<file path="src/vic_pkg.sv">
package vic_pkg;

  // ----------------------------------------------------------------
  // widths and source numbering
  // ----------------------------------------------------------------
  localparam int NUM_SRC = 6;
  localparam int IDX_W   = 3;
  localparam int PC_W    = 11;
  localparam int ADDR_W  = 8;

  // source index doubles as the fixed priority, 0 is served first
  localparam logic [IDX_W-1:0] SRC_EXT0 = 3'h0;
  localparam logic [IDX_W-1:0] SRC_TMR  = 3'h1;
  localparam logic [IDX_W-1:0] SRC_CONV = 3'h2;
  localparam logic [IDX_W-1:0] SRC_SER0 = 3'h3;
  localparam logic [IDX_W-1:0] SRC_SER1 = 3'h4;
  localparam logic [IDX_W-1:0] SRC_EXT1 = 3'h5;

  // ----------------------------------------------------------------
  // vector addresses
  // ----------------------------------------------------------------
  localparam logic [PC_W-1:0] VEC_EXT0 = 11'h004;
  localparam logic [PC_W-1:0] VEC_TMR  = 11'h008;
  localparam logic [PC_W-1:0] VEC_CONV = 11'h00c;
  localparam logic [PC_W-1:0] VEC_SER0 = 11'h010;
  localparam logic [PC_W-1:0] VEC_SER1 = 11'h014;
  localparam logic [PC_W-1:0] VEC_EXT1 = 11'h018;

  // ----------------------------------------------------------------
  // register map, byte addresses
  // ----------------------------------------------------------------
  localparam logic [ADDR_W-1:0] OFS_PRIMARY   = 8'h00;
  localparam logic [ADDR_W-1:0] OFS_SECONDARY = 8'h04;
  localparam logic [ADDR_W-1:0] OFS_STATUS    = 8'h08;

  // irq_control_primary fields
  localparam int P_GIE     = 0;
  localparam int P_EXT0_EN = 1;
  localparam int P_TMR_EN  = 2;
  localparam int P_CONV_EN = 3;
  localparam int P_EXT0_F  = 4;
  localparam int P_TMR_F   = 5;
  localparam int P_CONV_F  = 6;
  localparam int P_TEST    = 7;
  // irq_control_secondary fields, bits 3 and 7 unimplemented
  localparam int S_SER0_EN = 0;
  localparam int S_SER1_EN = 1;
  localparam int S_EXT1_EN = 2;
  localparam int S_SER0_F  = 4;
  localparam int S_SER1_F  = 5;
  localparam int S_EXT1_F  = 6;
  localparam logic [7:0] SEC_IMPL_MASK = 8'h77;
  // status word fields
  localparam int ST_STACK_FULL = 0;
  localparam int ST_WAKE       = 1;
  localparam int ST_LAST_LO    = 8;

  localparam logic [1:0] RESP_OKAY   = 2'h0;
  localparam logic [1:0] RESP_SLVERR = 2'h2;

  // ----------------------------------------------------------------
  // carriers
  // ----------------------------------------------------------------
  typedef struct packed {
    logic timer_overflow;
    logic conv_done;
    logic serial0_done;
    logic serial1_done;
  } irq_events_t;

  typedef struct packed {
    logic            accept;
    logic [PC_W-1:0] push_pc;
    logic [PC_W-1:0] vector;
  } irq_entry_t;

  function automatic logic [PC_W-1:0] vector_of(input logic [IDX_W-1:0] idx);
    case (idx)
      SRC_EXT0: vector_of = VEC_EXT0;
      SRC_TMR:  vector_of = VEC_TMR;
      SRC_CONV: vector_of = VEC_CONV;
      SRC_SER0: vector_of = VEC_SER0;
      SRC_SER1: vector_of = VEC_SER1;
      default:  vector_of = VEC_EXT1;
    endcase
  endfunction

endpackage

</file>
<file path="src/vectored_interrupt_controller.sv">
`timescale 1ns/1ps
// Summary of operation
// - taking an interrupt clears the global enable
// - events still latch flags while globally disabled
// - no acceptance while the return stack is full
// - requests are taken on sampling clock rise
// - fixed order: pin0, timer, conv, ser0, ser1, pin1
// - pin1 promotion over internal sources is optional
// - falling pin edge sets that pin's flag
// - service needs global and per-source enable
// - pin0 vectors to 04h, pin1 to 018h
// - timer overflow sets flag, vectors to 08h
// - conversion done sets flag, vectors to 0ch
// - each serial byte done sets its flag
// - serial0 vectors to 10h, serial1 to 14h
// - serial service also needs serial bus enable
// - service clears only served flag and global enable
// - flags persist until served or written clear
// - any pending flag raises the wake request
// - only the program counter is pushed
// - unimplemented secondary bits read as zero
// - push next address, then load the vector
module vectored_interrupt_controller
  import vic_pkg::*;
#(
  parameter bit EXT1_OVER_INTERNAL = 1'b0
) (
  input  wire logic              aclk,
  input  wire logic              aresetn,
  input  wire logic [ADDR_W-1:0] s_axi_awaddr,
  input  wire logic [2:0]        s_axi_awprot,
  input  wire logic              s_axi_awvalid,
  output logic                   s_axi_awready,
  input  wire logic [31:0]       s_axi_wdata,
  input  wire logic [3:0]        s_axi_wstrb,
  input  wire logic              s_axi_wvalid,
  output logic                   s_axi_wready,
  output logic [1:0]             s_axi_bresp,
  output logic                   s_axi_bvalid,
  input  wire logic              s_axi_bready,
  input  wire logic [ADDR_W-1:0] s_axi_araddr,
  input  wire logic [2:0]        s_axi_arprot,
  input  wire logic              s_axi_arvalid,
  output logic                   s_axi_arready,
  output logic [31:0]            s_axi_rdata,
  output logic [1:0]             s_axi_rresp,
  output logic                   s_axi_rvalid,
  input  wire logic              s_axi_rready,
  input  wire logic              ext_irq_pin0,
  input  wire logic              ext_irq_pin1,
  input  wire irq_events_t       events,
  input  wire logic              serial_bus_enable,
  input  wire logic              sampling_phase_clock,
  input  wire logic              stack_full,
  input  wire logic [PC_W-1:0]   next_pc,
  input  wire logic              reti_done,
  output irq_entry_t             irq_entry,
  output logic                   wake_request
);

  // ----------------------------------------------------------------
  // state
  // ----------------------------------------------------------------
  logic                   gie_reg;
  logic                   test_mode_reg;
  logic [NUM_SRC-1:0]     enable_reg;
  logic [NUM_SRC-1:0]     flag_reg;
  logic [NUM_SRC-1:0]     flag_next;
  logic [1:0]             pin_prev_reg;
  logic [1:0]             pin_fall;
  logic                   spc_prev_reg;
  logic                   sample_edge;
  logic [NUM_SRC-1:0]     ready_req;
  logic                   grant_valid;
  logic [IDX_W-1:0]       grant_idx;
  logic                   take;
  logic [NUM_SRC-1:0]     set_event;
  logic [PC_W-1:0]        last_vector_reg;
  irq_entry_t             entry_reg;
  logic                   wake_reg;
  logic                   aw_held_reg;
  logic                   w_held_reg;
  logic [ADDR_W-1:0]      awaddr_reg;
  logic [31:0]            wdata_reg;
  logic [3:0]             wstrb_reg;
  logic                   bvalid_reg;
  logic [1:0]             bresp_reg;
  logic                   rvalid_reg;
  logic [1:0]             rresp_reg;
  logic [31:0]            rdata_reg;
  logic                   do_write;
  logic                   wr_primary;
  logic                   wr_secondary;
  logic [7:0]             primary_view;
  logic [7:0]             secondary_view;

  // ----------------------------------------------------------------
  // edge detection
  // ----------------------------------------------------------------
  // pins idle high, so the history starts high to avoid a false edge
  generate
    for (genvar p = 0; p < 2; p++) begin : g_pin
      logic pin_now;
      assign pin_now     = (p == 0) ? ext_irq_pin0 : ext_irq_pin1;
      assign pin_fall[p] = pin_prev_reg[p] & ~pin_now;
      always_ff @(posedge aclk) begin
        if (!aresetn) begin
          pin_prev_reg[p] <= 1'b1;
        end else begin
          pin_prev_reg[p] <= pin_now;
        end
      end
    end
  endgenerate

  // sampling phase rising edge is the only moment a request is taken
  assign sample_edge = sampling_phase_clock & ~spc_prev_reg;

  always_ff @(posedge aclk) begin
    if (!aresetn) begin
      spc_prev_reg <= 1'b0;
    end else begin
      spc_prev_reg <= sampling_phase_clock;
    end
  end

  // ----------------------------------------------------------------
  // request set events, in source index order
  // ----------------------------------------------------------------
  assign set_event[SRC_EXT0] = pin_fall[0];
  assign set_event[SRC_TMR]  = events.timer_overflow;
  assign set_event[SRC_CONV] = events.conv_done;
  assign set_event[SRC_SER0] = events.serial0_done;
  assign set_event[SRC_SER1] = events.serial1_done;
  assign set_event[SRC_EXT1] = pin_fall[1];

  // ----------------------------------------------------------------
  // arbitration and acceptance
  // ----------------------------------------------------------------
  // serial sources also wait for the serial bus to be switched on
  always_comb begin
    ready_req = flag_reg & enable_reg;
    if (!serial_bus_enable) begin
      ready_req[SRC_SER0] = 1'b0;
      ready_req[SRC_SER1] = 1'b0;
    end
  end

  irq_priority_select #(
    .EXT1_OVER_INTERNAL (EXT1_OVER_INTERNAL)
  ) u_select (
    .ready_req   (ready_req),
    .grant_valid (grant_valid),
    .grant_idx   (grant_idx)
  );

  // a full stack holds everything off; flags stay pending meanwhile
  assign take = sample_edge & gie_reg & grant_valid & ~stack_full;

  // the core pushes push_pc, then jumps to vector; nothing else saved
  always_ff @(posedge aclk) begin
    if (!aresetn) begin
      entry_reg       <= '0;
      last_vector_reg <= '0;
    end else begin
      entry_reg.accept <= take;
      if (take) begin
        entry_reg.push_pc <= next_pc;
        entry_reg.vector  <= vector_of(grant_idx);
        last_vector_reg   <= vector_of(grant_idx);
      end
    end
  end

  assign irq_entry = entry_reg;

  // ----------------------------------------------------------------
  // register bus decode helpers
  // ----------------------------------------------------------------
  assign do_write     = aw_held_reg & w_held_reg & ~bvalid_reg;
  assign wr_primary   = do_write & wstrb_reg[0] & (awaddr_reg == OFS_PRIMARY);
  assign wr_secondary = do_write & wstrb_reg[0] & (awaddr_reg == OFS_SECONDARY);

  // ----------------------------------------------------------------
  // global enable
  // ----------------------------------------------------------------
  // acceptance beats a return or a write landing in the same cycle
  always_ff @(posedge aclk) begin
    if (!aresetn) begin
      gie_reg <= 1'b0;
    end else if (take) begin
      gie_reg <= 1'b0;
    end else if (reti_done) begin
      gie_reg <= 1'b1;
    end else if (wr_primary) begin
      gie_reg <= wdata_reg[P_GIE];
    end
  end

  // ----------------------------------------------------------------
  // enables and test bit
  // ----------------------------------------------------------------
  always_ff @(posedge aclk) begin
    if (!aresetn) begin
      enable_reg    <= '0;
      test_mode_reg <= 1'b0;
    end else begin
      if (wr_primary) begin
        enable_reg[SRC_EXT0] <= wdata_reg[P_EXT0_EN];
        enable_reg[SRC_TMR]  <= wdata_reg[P_TMR_EN];
        enable_reg[SRC_CONV] <= wdata_reg[P_CONV_EN];
        test_mode_reg        <= wdata_reg[P_TEST]; // stored only, no effect
      end
      if (wr_secondary) begin
        enable_reg[SRC_SER0] <= wdata_reg[S_SER0_EN];
        enable_reg[SRC_SER1] <= wdata_reg[S_SER1_EN];
        enable_reg[SRC_EXT1] <= wdata_reg[S_EXT1_EN];
      end
    end
  end

  // ----------------------------------------------------------------
  // request flags
  // ----------------------------------------------------------------
  // write first, then service clear, then events: a set always wins
  always_comb begin
    flag_next = flag_reg;
    if (wr_primary) begin
      flag_next[SRC_EXT0] = wdata_reg[P_EXT0_F];
      flag_next[SRC_TMR]  = wdata_reg[P_TMR_F];
      flag_next[SRC_CONV] = wdata_reg[P_CONV_F];
    end
    if (wr_secondary) begin
      flag_next[SRC_SER0] = wdata_reg[S_SER0_F];
      flag_next[SRC_SER1] = wdata_reg[S_SER1_F];
      flag_next[SRC_EXT1] = wdata_reg[S_EXT1_F];
    end
    if (take) begin
      flag_next[grant_idx] = 1'b0;
    end
    flag_next = flag_next | set_event;
  end

  always_ff @(posedge aclk) begin
    if (!aresetn) begin
      flag_reg <= '0;
    end else begin
      flag_reg <= flag_next;
    end
  end

  // ----------------------------------------------------------------
  // wake request
  // ----------------------------------------------------------------
  // any latched flag wakes the core, whatever the enables say
  always_ff @(posedge aclk) begin
    if (!aresetn) begin
      wake_reg <= 1'b0;
    end else begin
      wake_reg <= |flag_reg;
    end
  end

  assign wake_request = wake_reg;

  // ----------------------------------------------------------------
  // register views
  // ----------------------------------------------------------------
  always_comb begin
    primary_view            = '0;
    primary_view[P_GIE]     = gie_reg;
    primary_view[P_EXT0_EN] = enable_reg[SRC_EXT0];
    primary_view[P_TMR_EN]  = enable_reg[SRC_TMR];
    primary_view[P_CONV_EN] = enable_reg[SRC_CONV];
    primary_view[P_EXT0_F]  = flag_reg[SRC_EXT0];
    primary_view[P_TMR_F]   = flag_reg[SRC_TMR];
    primary_view[P_CONV_F]  = flag_reg[SRC_CONV];
    primary_view[P_TEST]    = test_mode_reg;
    secondary_view            = '0;
    secondary_view[S_SER0_EN] = enable_reg[SRC_SER0];
    secondary_view[S_SER1_EN] = enable_reg[SRC_SER1];
    secondary_view[S_EXT1_EN] = enable_reg[SRC_EXT1];
    secondary_view[S_SER0_F]  = flag_reg[SRC_SER0];
    secondary_view[S_SER1_F]  = flag_reg[SRC_SER1];
    secondary_view[S_EXT1_F]  = flag_reg[SRC_EXT1];
    secondary_view = secondary_view & SEC_IMPL_MASK;
  end

  // ----------------------------------------------------------------
  // axi4-lite write channel
  // ----------------------------------------------------------------
  // address and data may come in either order; one write at a time
  always_ff @(posedge aclk) begin
    if (!aresetn) begin
      aw_held_reg <= 1'b0;
      w_held_reg  <= 1'b0;
      awaddr_reg  <= '0;
      wdata_reg   <= '0;
      wstrb_reg   <= '0;
      bvalid_reg  <= 1'b0;
      bresp_reg   <= RESP_OKAY;
    end else begin
      if (s_axi_awvalid && s_axi_awready) begin
        aw_held_reg <= 1'b1;
        awaddr_reg  <= s_axi_awaddr;
      end
      if (s_axi_wvalid && s_axi_wready) begin
        w_held_reg <= 1'b1;
        wdata_reg  <= s_axi_wdata;
        wstrb_reg  <= s_axi_wstrb;
      end
      if (do_write) begin
        aw_held_reg <= 1'b0;
        w_held_reg  <= 1'b0;
        bvalid_reg  <= 1'b1;
        bresp_reg   <= (awaddr_reg == OFS_PRIMARY || awaddr_reg == OFS_SECONDARY)
                       ? RESP_OKAY : RESP_SLVERR;
      end else if (bvalid_reg && s_axi_bready) begin
        bvalid_reg <= 1'b0;
      end
    end
  end

  assign s_axi_awready = ~aw_held_reg & ~bvalid_reg;
  assign s_axi_wready  = ~w_held_reg & ~bvalid_reg;
  assign s_axi_bvalid  = bvalid_reg;
  assign s_axi_bresp   = bresp_reg;

  // ----------------------------------------------------------------
  // axi4-lite read channel
  // ----------------------------------------------------------------
  always_ff @(posedge aclk) begin
    if (!aresetn) begin
      rvalid_reg <= 1'b0;
      rresp_reg  <= RESP_OKAY;
      rdata_reg  <= '0;
    end else if (s_axi_arvalid && s_axi_arready) begin
      rvalid_reg <= 1'b1;
      rresp_reg  <= RESP_OKAY;
      rdata_reg  <= '0;
      case (s_axi_araddr)
        OFS_PRIMARY:   rdata_reg[7:0] <= primary_view;
        OFS_SECONDARY: rdata_reg[7:0] <= secondary_view;
        OFS_STATUS: begin
          rdata_reg[ST_STACK_FULL]                  <= stack_full;
          rdata_reg[ST_WAKE]                        <= wake_reg;
          rdata_reg[ST_LAST_LO +: PC_W]             <= last_vector_reg;
        end
        default: rresp_reg <= RESP_SLVERR;
      endcase
    end else if (rvalid_reg && s_axi_rready) begin
      rvalid_reg <= 1'b0;
    end
  end

  assign s_axi_arready = ~rvalid_reg;
  assign s_axi_rvalid  = rvalid_reg;
  assign s_axi_rdata   = rdata_reg;
  assign s_axi_rresp   = rresp_reg;
endmodule

</file>
<file path="src/irq_priority_select.sv">
`timescale 1ns/1ps
module irq_priority_select
  import vic_pkg::*;
#(
  parameter bit EXT1_OVER_INTERNAL = 1'b0
) (
  input  wire logic [NUM_SRC-1:0] ready_req,
  output logic                    grant_valid,
  output logic [IDX_W-1:0]        grant_idx
);

  // --------------------------------------------------------------
  // fixed priority pick
  // --------------------------------------------------------------
  // scan from lowest priority upward so the last hit is the winner
  always_comb begin
    grant_valid = |ready_req;
    grant_idx   = SRC_EXT1;
    for (int i = NUM_SRC - 1; i >= 0; i--) begin
      if (ready_req[i]) begin
        grant_idx = IDX_W'(i);
      end
    end
    // optional promotion of the second pin over internal sources
    if (EXT1_OVER_INTERNAL && ready_req[SRC_EXT1] && !ready_req[SRC_EXT0]) begin
      grant_idx = SRC_EXT1;
    end
  end

endmodule

</file>
<file path="config.mk">
export PLATFORM = sky130hd
export DESIGN_NAME = vectored_interrupt_controller
export DESIGN_NICKNAME = d
export VERILOG_FILES = /design/src/vic_pkg.sv /design/src/vectored_interrupt_controller.sv /design/src/irq_priority_select.sv
export SDC_FILE = /design/constraint.sdc
export NUM_CORES = 1
export LEC_CHECK = 0
export BUFFER_PORTS_ARGS = -buffer_cell sky130_fd_sc_hd__clkbuf_2
export CAP_MARGIN = 20
export CORE_MARGIN = 2
export CORE_UTILIZATION = 45
export DETAILED_ROUTE_END_ITERATION = 8
export PLACE_DENSITY_LB_ADDON = 0.1
export REMOVE_ABC_BUFFERS = 1
export SETUP_SLACK_MARGIN = 0.4
export SYNTH_ARGS = -nofsm -noshare
export SYNTH_HDL_FRONTEND = slang
export SYNTH_SLANG_ARGS = --single-unit
export TNS_END_PERCENT = 50
</file>
<file path="constraint.sdc">
create_clock -name aclk -period 2.6 [get_ports aclk]
set_input_delay 0.39 -clock aclk [delete_from_list [all_inputs] [get_ports aclk]]
set_output_delay 0.39 -clock aclk [all_outputs]
set_load 0.05 [all_outputs]
</file>
==> impl_metrics.toml <==
[status]
status = "completed"

[global_route]
grt_pass1_wl_um = 10700
antenna_found_initial = 0
first_global_vias = 2263
grt_max_degree = 39
overflow = 0
grt_use_total = 0.184

[sta]
hold_violations = 0
fin_skew_ns = 0.00906
timing.fmax_mhz = 494
slew_viol_final = 0
finalCritPeriodShare = 0.778
setup_viol = 0
setup_tns_ns = 0
rsz0062_at_grt = "false"
worst_pin_slew_ns = 0.621
min_period_ns = 2.02
maxSlewHeadroom = 0.580

[logic_synthesis]
yosysTopAreaCell = "dfxtp_1"
synthesis.instances = 334
ys_seq_area_frac = 0.450
synth_area_leaders = "dfxtp_1, mux2i_1, buf_4, nand2_1, a21oi_1"
synth_area_sq_mm = 0.00298
synth_ff_type = "dfxtp_1"
synth_edf_count = 0
yosysUniqueCellTypes = 46
synth.most_common_cell = "dfxtp_1"
synthTopCellsByCount = "dfxtp_1, nand2_1, nor2_1"
synth_area_per_cell_sq_um = 8.93
synth_top_area_share = 0.450
async_reset_ff_frac = 0
ys_ff_latch = 67
ys_warn_count = 0

[clock_network]
cts.sinks = 67
clockBufferDepth = 2
cts_tree = "built"
cts_root_buf = "clkbuf_8"
path_clk_slew_ns = 0.07
cts_hold_buf = 0
clock_latency_ns = 0.34
htreeDepth = 3
cts_buffers = 9

[critical_path]
crit_chain = "or4_4 -> or4_4 -> mux2i_1 -> a211oi_1"
ff2ff_setup_slack_ns = 0.58
crit_buf_inv = 0
arrival_ns = 2.28
critPathTopFamily = "simple AND/OR/NAND/NOR gates"
timing.reg2reg.worst_path_depth = 4
cp_slowest_cell = "or4_4"
cp_max_fo = 8
crit_path_frequent_cell = "or4_4"
end_kind = "register"
crit_path_start_kind = "register"
r2r_start = "awaddr_reg[4]"
crit_type = "reg2reg"
worstPathRequired_ns = 2.85
slowest_delay_ns = 0.67
r2r-end = "gie_reg"

[routing]
routed_via_density = 4.92
drtPass1Iterations = 4
drc_errors = 0
ant_nets = 0
wire_per_inst_um = 12.6
vias = 2476
drt_iter0_drc = 137
routed_wl_um = 6340

[power_and_ir_drop]
p_leak_nw = 1.60
irDropWorstVdd_mv = 0.343
powerDensity_mw_per_mm2 = 634
p_total_mw = 2.26

[final_layout]
largest_reg_flops = 15
syn2layout_area_growth_pct = 19.3
final_layout_size_suffix_gt1_frac = 0.275
utilization = 0.557
nets = 507
multi_input_comb_area_sq_mm = 0.00142
antenna_cells = 0
regArea_sq_mm = 0.00134
n_fill_cell = 652

[hold_path]
min_path_cells = 2
hold_path_end = "pin_prev_reg[1]"
hold_path.class = "in2reg"
worstHoldStart = "ext_irq_pin1"

[placement]
globalplace.congestion = 0.852
hpwlAfterDp_um = 4640
port_buffers = 86

[run]
max_cap_viol_count = 0

[floorplanning]
rows = 29
start_util = 0.467
die_area_sq_mm = 0.00729
die_y_um = 85.4
core_area_sq_mm = 0.00639
fp.dieW_um = 85.4
io-pin-count = 151
==> what timing repair did <==
item	CTS	global route
setup endpoints to repair	1	0
gates resized for setup	1	0
setup buffers	0	0
==> power breakdown <==
group          internal [mW]  total [mW]  leakage [nW]  switching (mW)
clock                  0.464       0.848        0.0991           0.384
sequential              1.06        1.09         0.547          0.0313
combinational         0.0842       0.315         0.954           0.230
total                   1.61        2.26          1.60           0.646
==> area by class of cell <==
cell class,instances,share of cell area
clock buffers,11,0.0397
repair buffers,90,0.129
well taps,77,0.0271
clock inverters,5,0.0148
multi-input cells,241,0.399
inverters,12,0.0127
flip-flops and latches,67,0.377
==> metrics by stage <==
step	instances	instance area (sq um)	worst slack, ns	hold slack (ns)
2_1_floorplan	320	2800	0.548	0.431
3_3_place_gp	487	3360	0.433	0.439
3_5_place_dp	487	3360	0.404	0.443
4_1_cts	503	3560	0.568	0.236
5_1_grt	503	3560	0.494	0.248
6_report	503	3560	0.576	0.251
==> worst max-delay path by stage <==
stage	start	to	slack, ns	cells after the start
6_report	awaddr_reg[4]	gie_reg	0.58	4
4_1_cts	awaddr_reg[4]	gie_reg	0.57	4
2_1_floorplan	awaddr_reg[4]	gie_reg	0.55	4
5_1_grt	awaddr_reg[4]	gie_reg	0.49	4
3_5_place_dp	awaddr_reg[4]	gie_reg	0.40	4
3_3_place_gp	awaddr_reg[4]	gie_reg	0.43	4
==> cell usage in the layout (no fill, tap or decap), types with 2 or more instances in the layout <==
cell / synthesis / routed
or4_1: 3 / 2
a32oi_1: 3 / 3
mux2i_1: 27 / 27
nand4bb_1: 2 / 2
nand2_1: 45 / 45
a22oi_1: 7 / 7
clkbuf_8: 0 / 10
a211oi_1: 3 / 3
inv_1: 12 / 12
or4_4: 1 / 2
mux2_2: 4 / 4
buf_4: 31 / 4
nor2_1: 33 / 33
o21ai_0: 4 / 4
a21oi_1: 32 / 32
nand2b_1: 7 / 7
o31ai_1: 4 / 4
clkinv_2: 0 / 3
dfxtp_1: 67 / 67
nor2b_1: 3 / 3
nand3_1: 6 / 6
conb_1: 1 / 31
and2_1: 4 / 4
clkbuf_2: 0 / 86
o2bb2ai_1: 2 / 2
==> metal layers <==
metal | track usage | wire length (um)
met5 | 0 | 0
met4 | 0.0823 | 103
met3 | 0.0457 | 430
met2 | 0.294 | 2880
met1 | 0.236 | 2930
==> worst register-to-register path: stages, from the launching register on <==
cell and delay, ns:
dfxtp_1 0.32, or4_4 0.57, or4_4 0.67, mux2i_1 0.16
a211oi_1 0.22
==> cell families after synthesis <==
kind of cell	after synthesis	share of synthesized area
multiplexers	32	0.111
AO/OA/AOI/OAI	64	0.139
AND/OR/NAND/NOR	114	0.187
flip-flops	67	0.450
buffers and inverters	56	0.112
other	1	0.00126
Power figures use the tool's default switching activity.
